===== config.mk =====
export PLATFORM = sky130hd
export DESIGN_NAME = buckboost_sequencer
export DESIGN_NICKNAME = d
export VERILOG_FILES = /design/src/buckboost_pkg.sv /design/src/buckboost_sequencer.sv
export SDC_FILE = /design/constraint.sdc
export NUM_CORES = 1
export LEC_CHECK = 0
export BUFFER_PORTS_ARGS = -buffer_cell sky130_fd_sc_hd__clkbuf_2
export CORE_ASPECT_RATIO = 0.7
export CORE_MARGIN = 2
export CORE_UTILIZATION = 40
export CTS_CLUSTER_DIAMETER = 150
export DETAILED_ROUTE_END_ITERATION = 6
export MAX_ROUTING_LAYER = met4
export SETUP_SLACK_MARGIN = 0.1
export SLEW_MARGIN = 20
export SYNTH_ARGS = -nofsm -noshare
export SYNTH_HDL_FRONTEND = slang
export SYNTH_SLANG_ARGS = --single-unit

===== constraint.sdc =====
create_clock -name clk -period 22.1 [get_ports clk]
set_input_delay 0 -clock clk [delete_from_list [all_inputs] [get_ports clk]]
set_output_delay 0 -clock clk [all_outputs]
set_load 0.02 [all_outputs]

===== src/buckboost_pkg.sv =====
package buckboost_pkg;

  localparam int CLK_KHZ = 50000;
  localparam int CLK_NS = 20;
  localparam int OSC_KHZ = 400;
  localparam int OSC_CYCLES = CLK_KHZ / OSC_KHZ;
  localparam int DEAD_NS = 60;
  localparam int DEAD_CYCLES = (DEAD_NS + CLK_NS - 1) / CLK_NS;
  localparam int C_ON_PCT = 15;
  localparam int A_ON_PCT = 85;

  localparam logic [7:0] CTRL_ADDR = 8'h00;
  localparam logic [7:0] PERIOD_ADDR = 8'h04;
  localparam logic [7:0] DEAD_ADDR = 8'h08;
  localparam logic [7:0] STATUS_ADDR = 8'h0c;

  localparam int CTRL_SYNC_BIT = 0;
  localparam int CTRL_SKIP_BIT = 1;
  localparam logic [1:0] CTRL_RESET = 2'h0;
  localparam logic [15:0] PERIOD_RESET = 16'(OSC_CYCLES);
  localparam logic [7:0] DEAD_RESET = 8'(DEAD_CYCLES);

  localparam int STAT_GATES_LSB = 0;
  localparam int STAT_CTL_LSB = 4;
  localparam int STAT_PWR_LSB = 6;

  typedef enum logic [1:0] {cs_buck, cs_pbuck_bb, cs_pboost_bb, cs_boost} ctl_e;
  typedef enum logic [1:0] {ps_off, ps_lock, ps_por, ps_run} pwr_e;

  typedef struct packed {
    logic enable_lockout_in;
    logic enable_rising_ok;
    logic internal_supply_ok;
    logic thermal_ok;
    logic reference_ok;
    logic buck_peak_comparator;
    logic boost_peak_comparator;
    logic buck_reverse;
    logic boost_reverse;
    logic feedback_in_over;
    logic light_load;
    logic sync_spread_in;
    ctl_e region_sel;
  } sense_s;

  typedef struct packed {
    logic hi;
    logic lo;
    logic [7:0] dead;
  } leg_s;

endpackage : buckboost_pkg


===== src/buckboost_sequencer.sv =====
// What this block does
// - exactly one of four control states
// - region changes need two agreeing cycle starts
// - buck: C off, D on, A/B alternate
// - peak-buck bb: A+C, C to D at 15%
// - buck peak trip in A+D: A off, B on
// - peak-boost bb: boost trip C to D, A off at 85%
// - boost: A on, B off, C then D
// - dead time on A/B and C/D changeover
// - buck: buck reverse in B+D turns B off
// - boost: boost reverse in A+D turns D off
// - bb: reverse trips turn D or B+D off
// - light load: DCM or skip whole cycles
// - buck or boost logic owns the peak trip, never both; bb states act on both reverse trips
// - below shutdown threshold: all off, regulator off
// - above shutdown: wake, lockout with hysteresis current
// - enable mode needs supply, enable, temperature; hysteresis off
// - power-on reset until reference ok, then switch
// - sync rising edge starts a switching cycle
// - feedback overvoltage turns off all gates
// - lockout or thermal event stops switching, discharges soft-start
`timescale 1ns/100ps
module buckboost_sequencer
(
  input wire logic clk,
  input wire logic reset,
  input wire buckboost_pkg::sense_s pins,
  input wire logic wb_cyc,
  input wire logic wb_stb,
  input wire logic wb_we,
  input wire logic [7:0] wb_adr,
  input wire logic [3:0] wb_sel,
  input wire logic [31:0] wb_dat_w,
  output logic [31:0] wb_dat_r,
  output logic wb_ack,
  output logic switch_a_gate,
  output logic switch_b_gate,
  output logic switch_c_gate,
  output logic switch_d_gate,
  output logic regulator_on,
  output logic hysteresis_current_on,
  output logic soft_start_discharge
);
  import buckboost_pkg::*;

  typedef struct packed {
    sense_s s1;
    sense_s s2;
    logic sync_prev;
    pwr_e pwr;
    ctl_e ctl;
    ctl_e cand;
    logic [15:0] cnt;
    logic peak;
    logic rev_d;
    logic rev_bd;
    logic skip;
    leg_s ab;
    leg_s dc;
    logic [1:0] ctrl;
    logic [15:0] period;
    logic [7:0] dead;
    logic ack;
    logic [31:0] dat;
    logic reg_on;
    logic hyst_on;
    logic ss_dis;
  } state_s;

  state_s q;
  state_s d;

  function automatic logic [15:0] pct(input logic [15:0] p, input int n);
    logic [22:0] prod;
    prod = 23'(p) * 23'(n);
    return 16'(prod / 23'd100);
  endfunction : pct

  function automatic logic [31:0] merge(input logic [31:0] old, input logic [31:0] nw, input logic [3:0] sel);
    logic [31:0] r;
    r = old;
    for (int i = 0; i < 4; i++)
    begin
      if (sel[i])
      begin
        r[i*8 +: 8] = nw[i*8 +: 8];
      end
    end
    return r;
  endfunction : merge

  function automatic leg_s leg_step(input leg_s l, input logic wh, input logic wl, input logic [7:0] dt);
    leg_s n;
    n = l;
    if ((l.hi && !wh) || (l.lo && !wl))
    begin
      n.hi = 1'b0;
      n.lo = 1'b0;
      n.dead = dt;
    end
    else if (l.dead != 8'h00)
    begin
      n.dead = l.dead - 8'h01;
    end
    else
    begin
      n.hi = wh && !l.lo && !wl;
      n.lo = wl && !l.hi && !wh;
    end
    return n;
  endfunction : leg_step

  logic cyc_start;
  logic sync_edge;
  logic tick;
  logic enable_ok;
  logic switching;
  logic peak_cmp;
  logic [15:0] c_end;
  logic [15:0] a_end;
  logic [7:0] dt;
  logic wa;
  logic wb;
  logic wc;
  logic wd;

  always_comb
  begin
    d = q;
    d.s1 = pins;
    d.s2 = q.s1;
    d.sync_prev = q.s2.sync_spread_in;
    sync_edge = q.s2.sync_spread_in && !q.sync_prev;
    tick = q.cnt >= q.period - 16'h0001;
    cyc_start = q.ctrl[CTRL_SYNC_BIT] ? sync_edge : tick;
    c_end = pct(q.period, C_ON_PCT);
    a_end = pct(q.period, A_ON_PCT);
    dt = (q.dead == 8'h00) ? 8'h01 : q.dead;
    enable_ok = q.s2.internal_supply_ok && q.s2.enable_rising_ok && q.s2.thermal_ok;

    // power sequence
    case (q.pwr)
      ps_off: if (q.s2.enable_lockout_in) d.pwr = ps_lock;
      ps_lock: if (enable_ok) d.pwr = ps_por;
      ps_por: if (!enable_ok) d.pwr = ps_lock; else if (q.s2.reference_ok) d.pwr = ps_run;
      ps_run: if (!enable_ok) d.pwr = ps_lock;
      default: d.pwr = ps_off;
    endcase
    if (!q.s2.enable_lockout_in)
    begin
      d.pwr = ps_off;
    end
    d.reg_on = d.pwr != ps_off;
    d.hyst_on = d.pwr == ps_lock;
    d.ss_dis = d.pwr != ps_run;

    // cycle timing and per-cycle flags
    if (cyc_start)
    begin
      d.cnt = 16'h0000;
      d.peak = 1'b0;
      d.rev_d = 1'b0;
      d.rev_bd = 1'b0;
      d.skip = q.ctrl[CTRL_SKIP_BIT] && q.s2.light_load;
      d.cand = q.s2.region_sel;
      if (q.s2.region_sel == q.cand)
      begin
        d.ctl = q.cand;
      end
    end
    else if (q.cnt != 16'hffff)
    begin
      d.cnt = q.cnt + 16'h0001;
    end

    // buck logic owns peak in buck states, boost logic otherwise
    peak_cmp = (q.ctl == cs_buck || q.ctl == cs_pbuck_bb) ?
      q.s2.buck_peak_comparator && switch_a_gate && switch_d_gate :
      q.s2.boost_peak_comparator && switch_a_gate && switch_c_gate;
    if (!cyc_start && peak_cmp)
    begin
      d.peak = 1'b1;
    end
    if (!cyc_start && q.s2.boost_reverse && switch_a_gate && switch_d_gate && q.ctl != cs_buck)
    begin
      d.rev_d = 1'b1;
    end
    if (!cyc_start && q.s2.buck_reverse && switch_b_gate && switch_d_gate && q.ctl != cs_boost)
    begin
      d.rev_bd = 1'b1;
    end

    // wanted gates per control state
    case (q.ctl)
      cs_buck:
      begin
        wa = !q.peak;
        wb = q.peak && !q.rev_bd;
        wc = 1'b0;
        wd = 1'b1;
      end
      cs_pbuck_bb:
      begin
        wc = q.cnt < c_end;
        wa = !q.peak;
        wb = q.peak && !q.rev_bd;
        wd = !wc && !q.rev_d && !q.rev_bd;
      end
      cs_pboost_bb:
      begin
        wa = q.cnt < a_end;
        wb = !wa && !q.rev_bd;
        wc = !q.peak;
        wd = q.peak && !q.rev_d && !q.rev_bd;
      end
      cs_boost:
      begin
        wa = 1'b1;
        wb = 1'b0;
        wc = !q.peak;
        wd = q.peak && !q.rev_d;
      end
      default:
      begin
        wa = 1'b0;
        wb = 1'b0;
        wc = 1'b0;
        wd = 1'b0;
      end
    endcase
    switching = q.pwr == ps_run && !q.s2.feedback_in_over && !q.skip;
    d.ab = leg_step(q.ab, wa && switching, wb && switching, dt);
    d.dc = leg_step(q.dc, wd && switching, wc && switching, dt);

    // wishbone classic slave, one wait state
    d.ack = wb_cyc && wb_stb && !q.ack;
    d.dat = 32'h0000_0000;
    if (wb_cyc && wb_stb && !q.ack)
    begin
      case (wb_adr)
        CTRL_ADDR: d.dat = {30'h0, q.ctrl};
        PERIOD_ADDR: d.dat = {16'h0, q.period};
        DEAD_ADDR: d.dat = {24'h0, q.dead};
        STATUS_ADDR:
        begin
          d.dat[STAT_GATES_LSB +: 4] = {switch_a_gate, switch_b_gate, switch_c_gate, switch_d_gate};
          d.dat[STAT_CTL_LSB +: 2] = q.ctl;
          d.dat[STAT_PWR_LSB +: 2] = q.pwr;
        end
        default: d.dat = 32'h0000_0000;
      endcase
    end
    if (wb_cyc && wb_stb && wb_we && q.ack)
    begin
      case (wb_adr)
        CTRL_ADDR: d.ctrl = 2'(merge({30'h0, q.ctrl}, wb_dat_w, wb_sel));
        PERIOD_ADDR: d.period = 16'(merge({16'h0, q.period}, wb_dat_w, wb_sel));
        DEAD_ADDR: d.dead = 8'(merge({24'h0, q.dead}, wb_dat_w, wb_sel));
        default: d.ctrl = q.ctrl;
      endcase
    end
  end

  always_ff @(posedge clk or posedge reset)
  begin
    if (reset)
    begin
      q <= '0;
      q.ctrl <= CTRL_RESET;
      q.period <= PERIOD_RESET;
      q.dead <= DEAD_RESET;
      q.ss_dis <= 1'b1;
    end
    else
    begin
      q <= d;
    end
  end

  assign switch_a_gate = q.ab.hi;
  assign switch_b_gate = q.ab.lo;
  assign switch_d_gate = q.dc.hi;
  assign switch_c_gate = q.dc.lo;
  assign regulator_on = q.reg_on;
  assign hysteresis_current_on = q.hyst_on;
  assign soft_start_discharge = q.ss_dis;
  assign wb_ack = q.ack;
  assign wb_dat_r = q.dat;
endmodule : buckboost_sequencer


* Yosys cells after proc, flatten, opt, wreduce, memory -nomap -nowiden *
Index checks and enable logic that the tools add are counted.

cells by class
  div/mod/pow operators = 2
  $mul = 2
  equality and inequality tests = 16
  add/subtract/negate cells = 4
  reductions and logical operators = 87
  magnitude comparators = 3
  muxes and demuxes = 28

operators by type and width
  operator                                             number
  2-to-1 mux 16 bit                                    3
  logical AND 1 bit                                    45
  < comparator 16 bit                                  2
  2-to-1 mux 8 bit                                     4
  one-hot mux 8 bit (4 select lines)                   1
  divider 20 x 7 -> 23 bit, second input constant      1
  divider 23 x 7 -> 23 bit, second input constant      1
  multiplier 16 x 7 -> 23 bit, second input constant   1
  multiplier 16 x 4 -> 20 bit, second input constant   1
  2-to-1 mux 10 bit                                    2
  logical NOT 1 bit                                    18
  adder 16 x 1 -> 16 bit, second input constant        1
  equality test 8 x 4 -> 1 bit, second input constant  2
  >= comparator 16 bit                                 1
  logical NOT 8 bit                                    2
  != test 16 bit, second input constant                1
  nonzero test 2 bit                                   8
  nonzero test 8 bit                                   2
  subtractor 16 x 1 -> 16 bit, second input constant   1
  subtractor 8 x 1 -> 8 bit, second input constant     2
  2-to-1 mux 2 bit                                     7
  AND reduction 3 bit                                  4
  one-hot mux 1 bit (3 select lines)                   3
  equality test 2 bit, second input constant           4
  other kinds (12)                                     25

storage, ports and cells
  register bits after elaboration = 137
  input port bits = 63

* Logic depth before layout (Yosys ltp) *
  word-level depth = 12
  gate-level depth with buffers = 68

* Worst setup path before layout *
No wires, ideal clock.

  path kind = flip-flop to flip-flop
  from = register q[47] in the netlist's numbering
  to = register q[73] in the netlist's numbering
  period minus slack after synthesis = 14357 ps
  stages on the path, launching flop included = 58
  slack = 7743 ps
  data arrival time = 14232 ps
  path buffers = 3
  cell sequence = dfstp_2 ha_1 fa_1 ha_1 inv_1 fa_1 inv_1 ha_1 o21a_1 o22ai_2 or4_4 a21o_1 and3_1 buf_2 o311ai_1 a21oi_1 o32ai_4 nor3_2 (+22 left out) o21ba_2 o31ai_1 o31a_1 o2111a_1 o21ai_0 o211a_1 a31oi_1 o21ai_0 ha_1 a211oi_1 nand2_1 or3_1 a211o_1 a211oi_2 nor2_1 a211o_1 buf_6 mux2_4

on the way
  longest elaborated chain between the ends = 11

ends and longest elaborated chain
  what                                                            line                        text
  start: declaration                                              buckboost_sequencer.sv:70   state_s q;
  multiplier 16 x 7 -> 23 bit *                                   buckboost_sequencer.sv:75   prod = 23'(p) * 23'(n);
  divider 23 x 7 -> 23 bit *                                      buckboost_sequencer.sv:76   return 16'(prod / 23'd100);
  < comparator 16 bit *                                           buckboost_sequencer.sv:211  wa = q.cnt < a_end;
  logical NOT 1 bit                                               buckboost_sequencer.sv:212  wb = !wa && !q.rev_bd;
  logical AND 1 bit                                               buckboost_sequencer.sv:212
  one-hot mux 1 bit (3 select lines)                              buckboost_sequencer.sv:194  case (q.ctl)
  logical AND 1 bit                                               buckboost_sequencer.sv:232  d.ab = leg_step(q.ab, wa && switching, wb && switching, dt);
  logical NOT 1 bit                                               buckboost_sequencer.sv:95   if ((l.hi && !wh) || (l.lo && !wl))
  logical AND 1 bit                                               buckboost_sequencer.sv:95
  logical OR 1 bit *                                              buckboost_sequencer.sv:95
  2-to-1 mux 10 bit / nonzero test 2 bit (equally long branches)  -

Mark *: on every way between the ends. The rest lies on a longest branch, timed or not.
A chain may end at the register's enable or synchronous reset.

* Worst setup path after layout *
Ends and elaborated chain as after synthesis.

==> results_dict.tcl <==
set metrics [dict create \
    clk_latency_ns 0.43 \
    ys_seq_area_frac 0.182 \
    pre_cts_ws_ns 5.02 \
    route.vias.total 15600 \
    pwr-share-seq 0.194 \
    layout-drive-gt1-share 0.121 \
    rsz0062_at_grt "no" \
    fin_ws_ns 4.77 \
    start_util 0.407 \
    async_flop_share 1.00 \
    instances_no_fill 2593 \
    tightest_slew_ns 0.967 \
    synthTopCellsByArea "dfrtp_1, ha_1, fa_1" \
    port-buffer-count 68 \
    hold_viol 0 \
    endpoint "q[73]" \
    area_growth_pct 9.46 \
    io_pins 103 \
    finalCritPeriodShare 0.784 \
    design.core.area_um2 41100 \
    cts_made_buffers 17 \
    netlist.area_leader.share 0.168 \
    slew_violations 0 \
    final_common_cell "nor2_1" \
    grt.overflow.total 0 \
    ant_nets 0 \
    p_switching_mw 0.647 \
    swShare 0.459 \
    skew_ns 0.0135 \
    final_cell_mix "nor2_1, ha_1, nand2_1" \
    fin_hold_ws_ns 0.0350 \
    placed_cells 2528 \
    p_clk_frac 0.207 \
    cp.required_ns 22.41 \
    reg2reg_slack_ns 4.77 \
    firstDrtPassIters 6 \
    r2r_cells 56 \
    cts_tree "built" \
    via_per_inst 6.03 \
    max_slew_margin 0.347 \
    synthDistinctLibCells 122 \
    synth_warnings 0 \
    design_area_um2 18300 \
    p_int_mw 0.763 \
    layout.nets 2302 \
    leakage_nw 7.95 \
    hpwlAfterDp_um 35800 \
    finalSetupViolCount 0 \
    end_kind "flip-flop" \
    synth-seq-cells 121 \
    wirelength_um 46000 \
    drt-initial-drc-count 1438 \
    yosys.area.top_type "dfrtp_1" \
    grt_antenna_before_repair 0 \
    max_freq_ghz 0.0577 \
    cts_root_buf "clkbuf_16" \
    critPathMaxStageDelay_ns 0.76 \
    grt_pass1_vias 14700 \
    cap_violations 0 \
    cts_sinks 121 \
    syn_inst 1983 \
    placed_cell_area_um2 17400 \
    avgSynthCellArea_um2 8.44 \
    r2r_start "q[47]" \
    worstSetupPathType "flip-flop to flip-flop" \
    min_period_ns 17.33 \
    arrival_ns 17.64 \
    setup_tns_ns 0 \
    syn-cell-area_um2 16700 \
    pwr-share-comb 0.600 \
    fp.dieW_um 248 \
    fill_cells 4005 \
    cp-start-kind "flip-flop" \
    post_drt_wl_per_cell_um 17.7 \
    clkTransAtPathRegs_ns 0.06 \
    grt_max_degree 71 \
    fp.dieH_um 175 \
    track_usage 0.215 \
    hp-class "input port to flip-flop" \
    max-clock-path-buffers 2 \
    peakVddDrop_mv 0.116 \
    status "finished clean" \
    synth-edff-count 0 \
    fp-row-count 62 \
    synthFlopType "dfrtp_1" \
    startpoint "q[47]" \
    cts_htree_levels 4 \
    grt_first_pass_wirelength_um 76400 \
    rr_endpoint "q[73]" \
    place_congestion 0.919 \
    fp.dieArea_um2 43500 \
    drc 0 \
    cp_common_cell "ha_1" \
    crit_fanout 11 \
    cts_setup_buffers 0 \
    antenna_cells 0 \
    powerDensity_nw_per_um2 77.0 \
    critPathSlowestCell "dfstp_2" \
]
## final cells by class
class | count | area, um2 | share of cell area
clock buffer | 19 | 433 | 0.0236
clock inverter | 13 | 169 | 0.00922
inverter | 101 | 382 | 0.0208
multi-input combinational | 1684 | 12900 | 0.702
sequential | 121 | 3040 | 0.166
tap | 544 | 681 | 0.0372
timing repair buffer | 111 | 746 | 0.0407
## layer usage
metal	share of wire	routed length, um	global-route usage	up-vias
met5	0	0	-	-
met4	0.011	514	0.0409	0
met3	0.045	2070	0.0219	30
met2	0.44	20300	0.321	473
met1	0.50	23100	0.316	7628
li1	-	-	-	7513
## cell families after synthesis
kind of cell | synth area share
AO/OA/AOI/OAI | 0.269
XOR/XNOR | 0.0638
adder cells (fa/ha/maj) | 0.181
buffers and inverters | 0.0535
flip-flops | 0.182
multiplexers | 0.0572
other | 0.000224
AND/OR/NAND/NOR | 0.195
## how the worst min path moves through the flow
| stage | slack, ns | to | from | cells past startpoint |
|---|---|---|---|---|
| floorplan | 0.03 | d[109] | pins[0] | 0 |
| global placement | 0.11 | d[122] | pins[13] | 1 |
| detailed placement | 0.11 | d[112] | pins[3] | 1 |
| CTS | 0.01 | wb_dat_r[7] | wb_adr[3] | 3 |
| global route | 0.05 | wb_dat_r[7] | wb_adr[3] | 3 |
| finish | 0.03 | wb_dat_r[7] | wb_adr[3] | 3 |
## metrics by stage
| step | power (mW) | utilization |
|---|---|---|
| 2_1_floorplan | 0.940 | - |
| 3_3_place_gp | 1.08 | 0.423 |
| 3_5_place_dp | 1.10 | 0.423 |
| 4_1_cts | 1.40 | 0.445 |
| 5_1_grt | 1.52 | 0.445 |
| 6_report | 1.41 | 0.445 |
## repair_timing
action,4_1_cts,5_1_grt
gates resized for setup,0,0
hold buffers,33,0
hold endpoints to repair,109,0
## power by group through the flow
stage          Sequential (mW)  Combinational [mW]  Clock [mW]
4_1_cts                  0.272               0.833       0.296
3_5_place_dp             0.276               0.823           0
2_1_floorplan            0.267               0.674           0
5_1_grt                  0.276               0.938       0.306
3_3_place_gp             0.275               0.802           0
6_report                 0.273               0.846       0.292
## cells in the mapped netlist, types with 29 or more instances
library cell,count
clkbuf_1,34
nor3_1,73
o21ai_0,100
nor2_1,164
a21oi_1,98
o211ai_1,40
mux2_2,37
o21ai_1,29
fa_1,52
inv_1,98
nand3_1,54
ha_1,151
xor2_1,38
dfrtp_1,112
mux2i_1,29
buf_4,33
a211oi_1,30
xnor2_1,77
nand2_1,132
## critical path, delay by kind of cell (launching register included)
kind                       cells  cell delay, ns
adders and majority gates      6            2.33
muxes                          4            1.58
DFF                            1            0.76
and+or+nand+nor               11            3.09
xor gates and xnor gates       2            0.99
buffers and inverters          3            0.35
AOI/OAI and AO/OA             30            8.05
## state kept, by name (all words and copies together) (netlist names)
register               flops
hysteresis_current_on      1
wb_dat_r                  16
regulator_on               1
switch_c_gate              1
wb_ack                     1
switch_a_gate              1
soft_start_discharge       1
switch_b_gate              1
d                         15
q                         82
switch_d_gate              1
No activity file was read; power rests on OpenSTA's default activity.
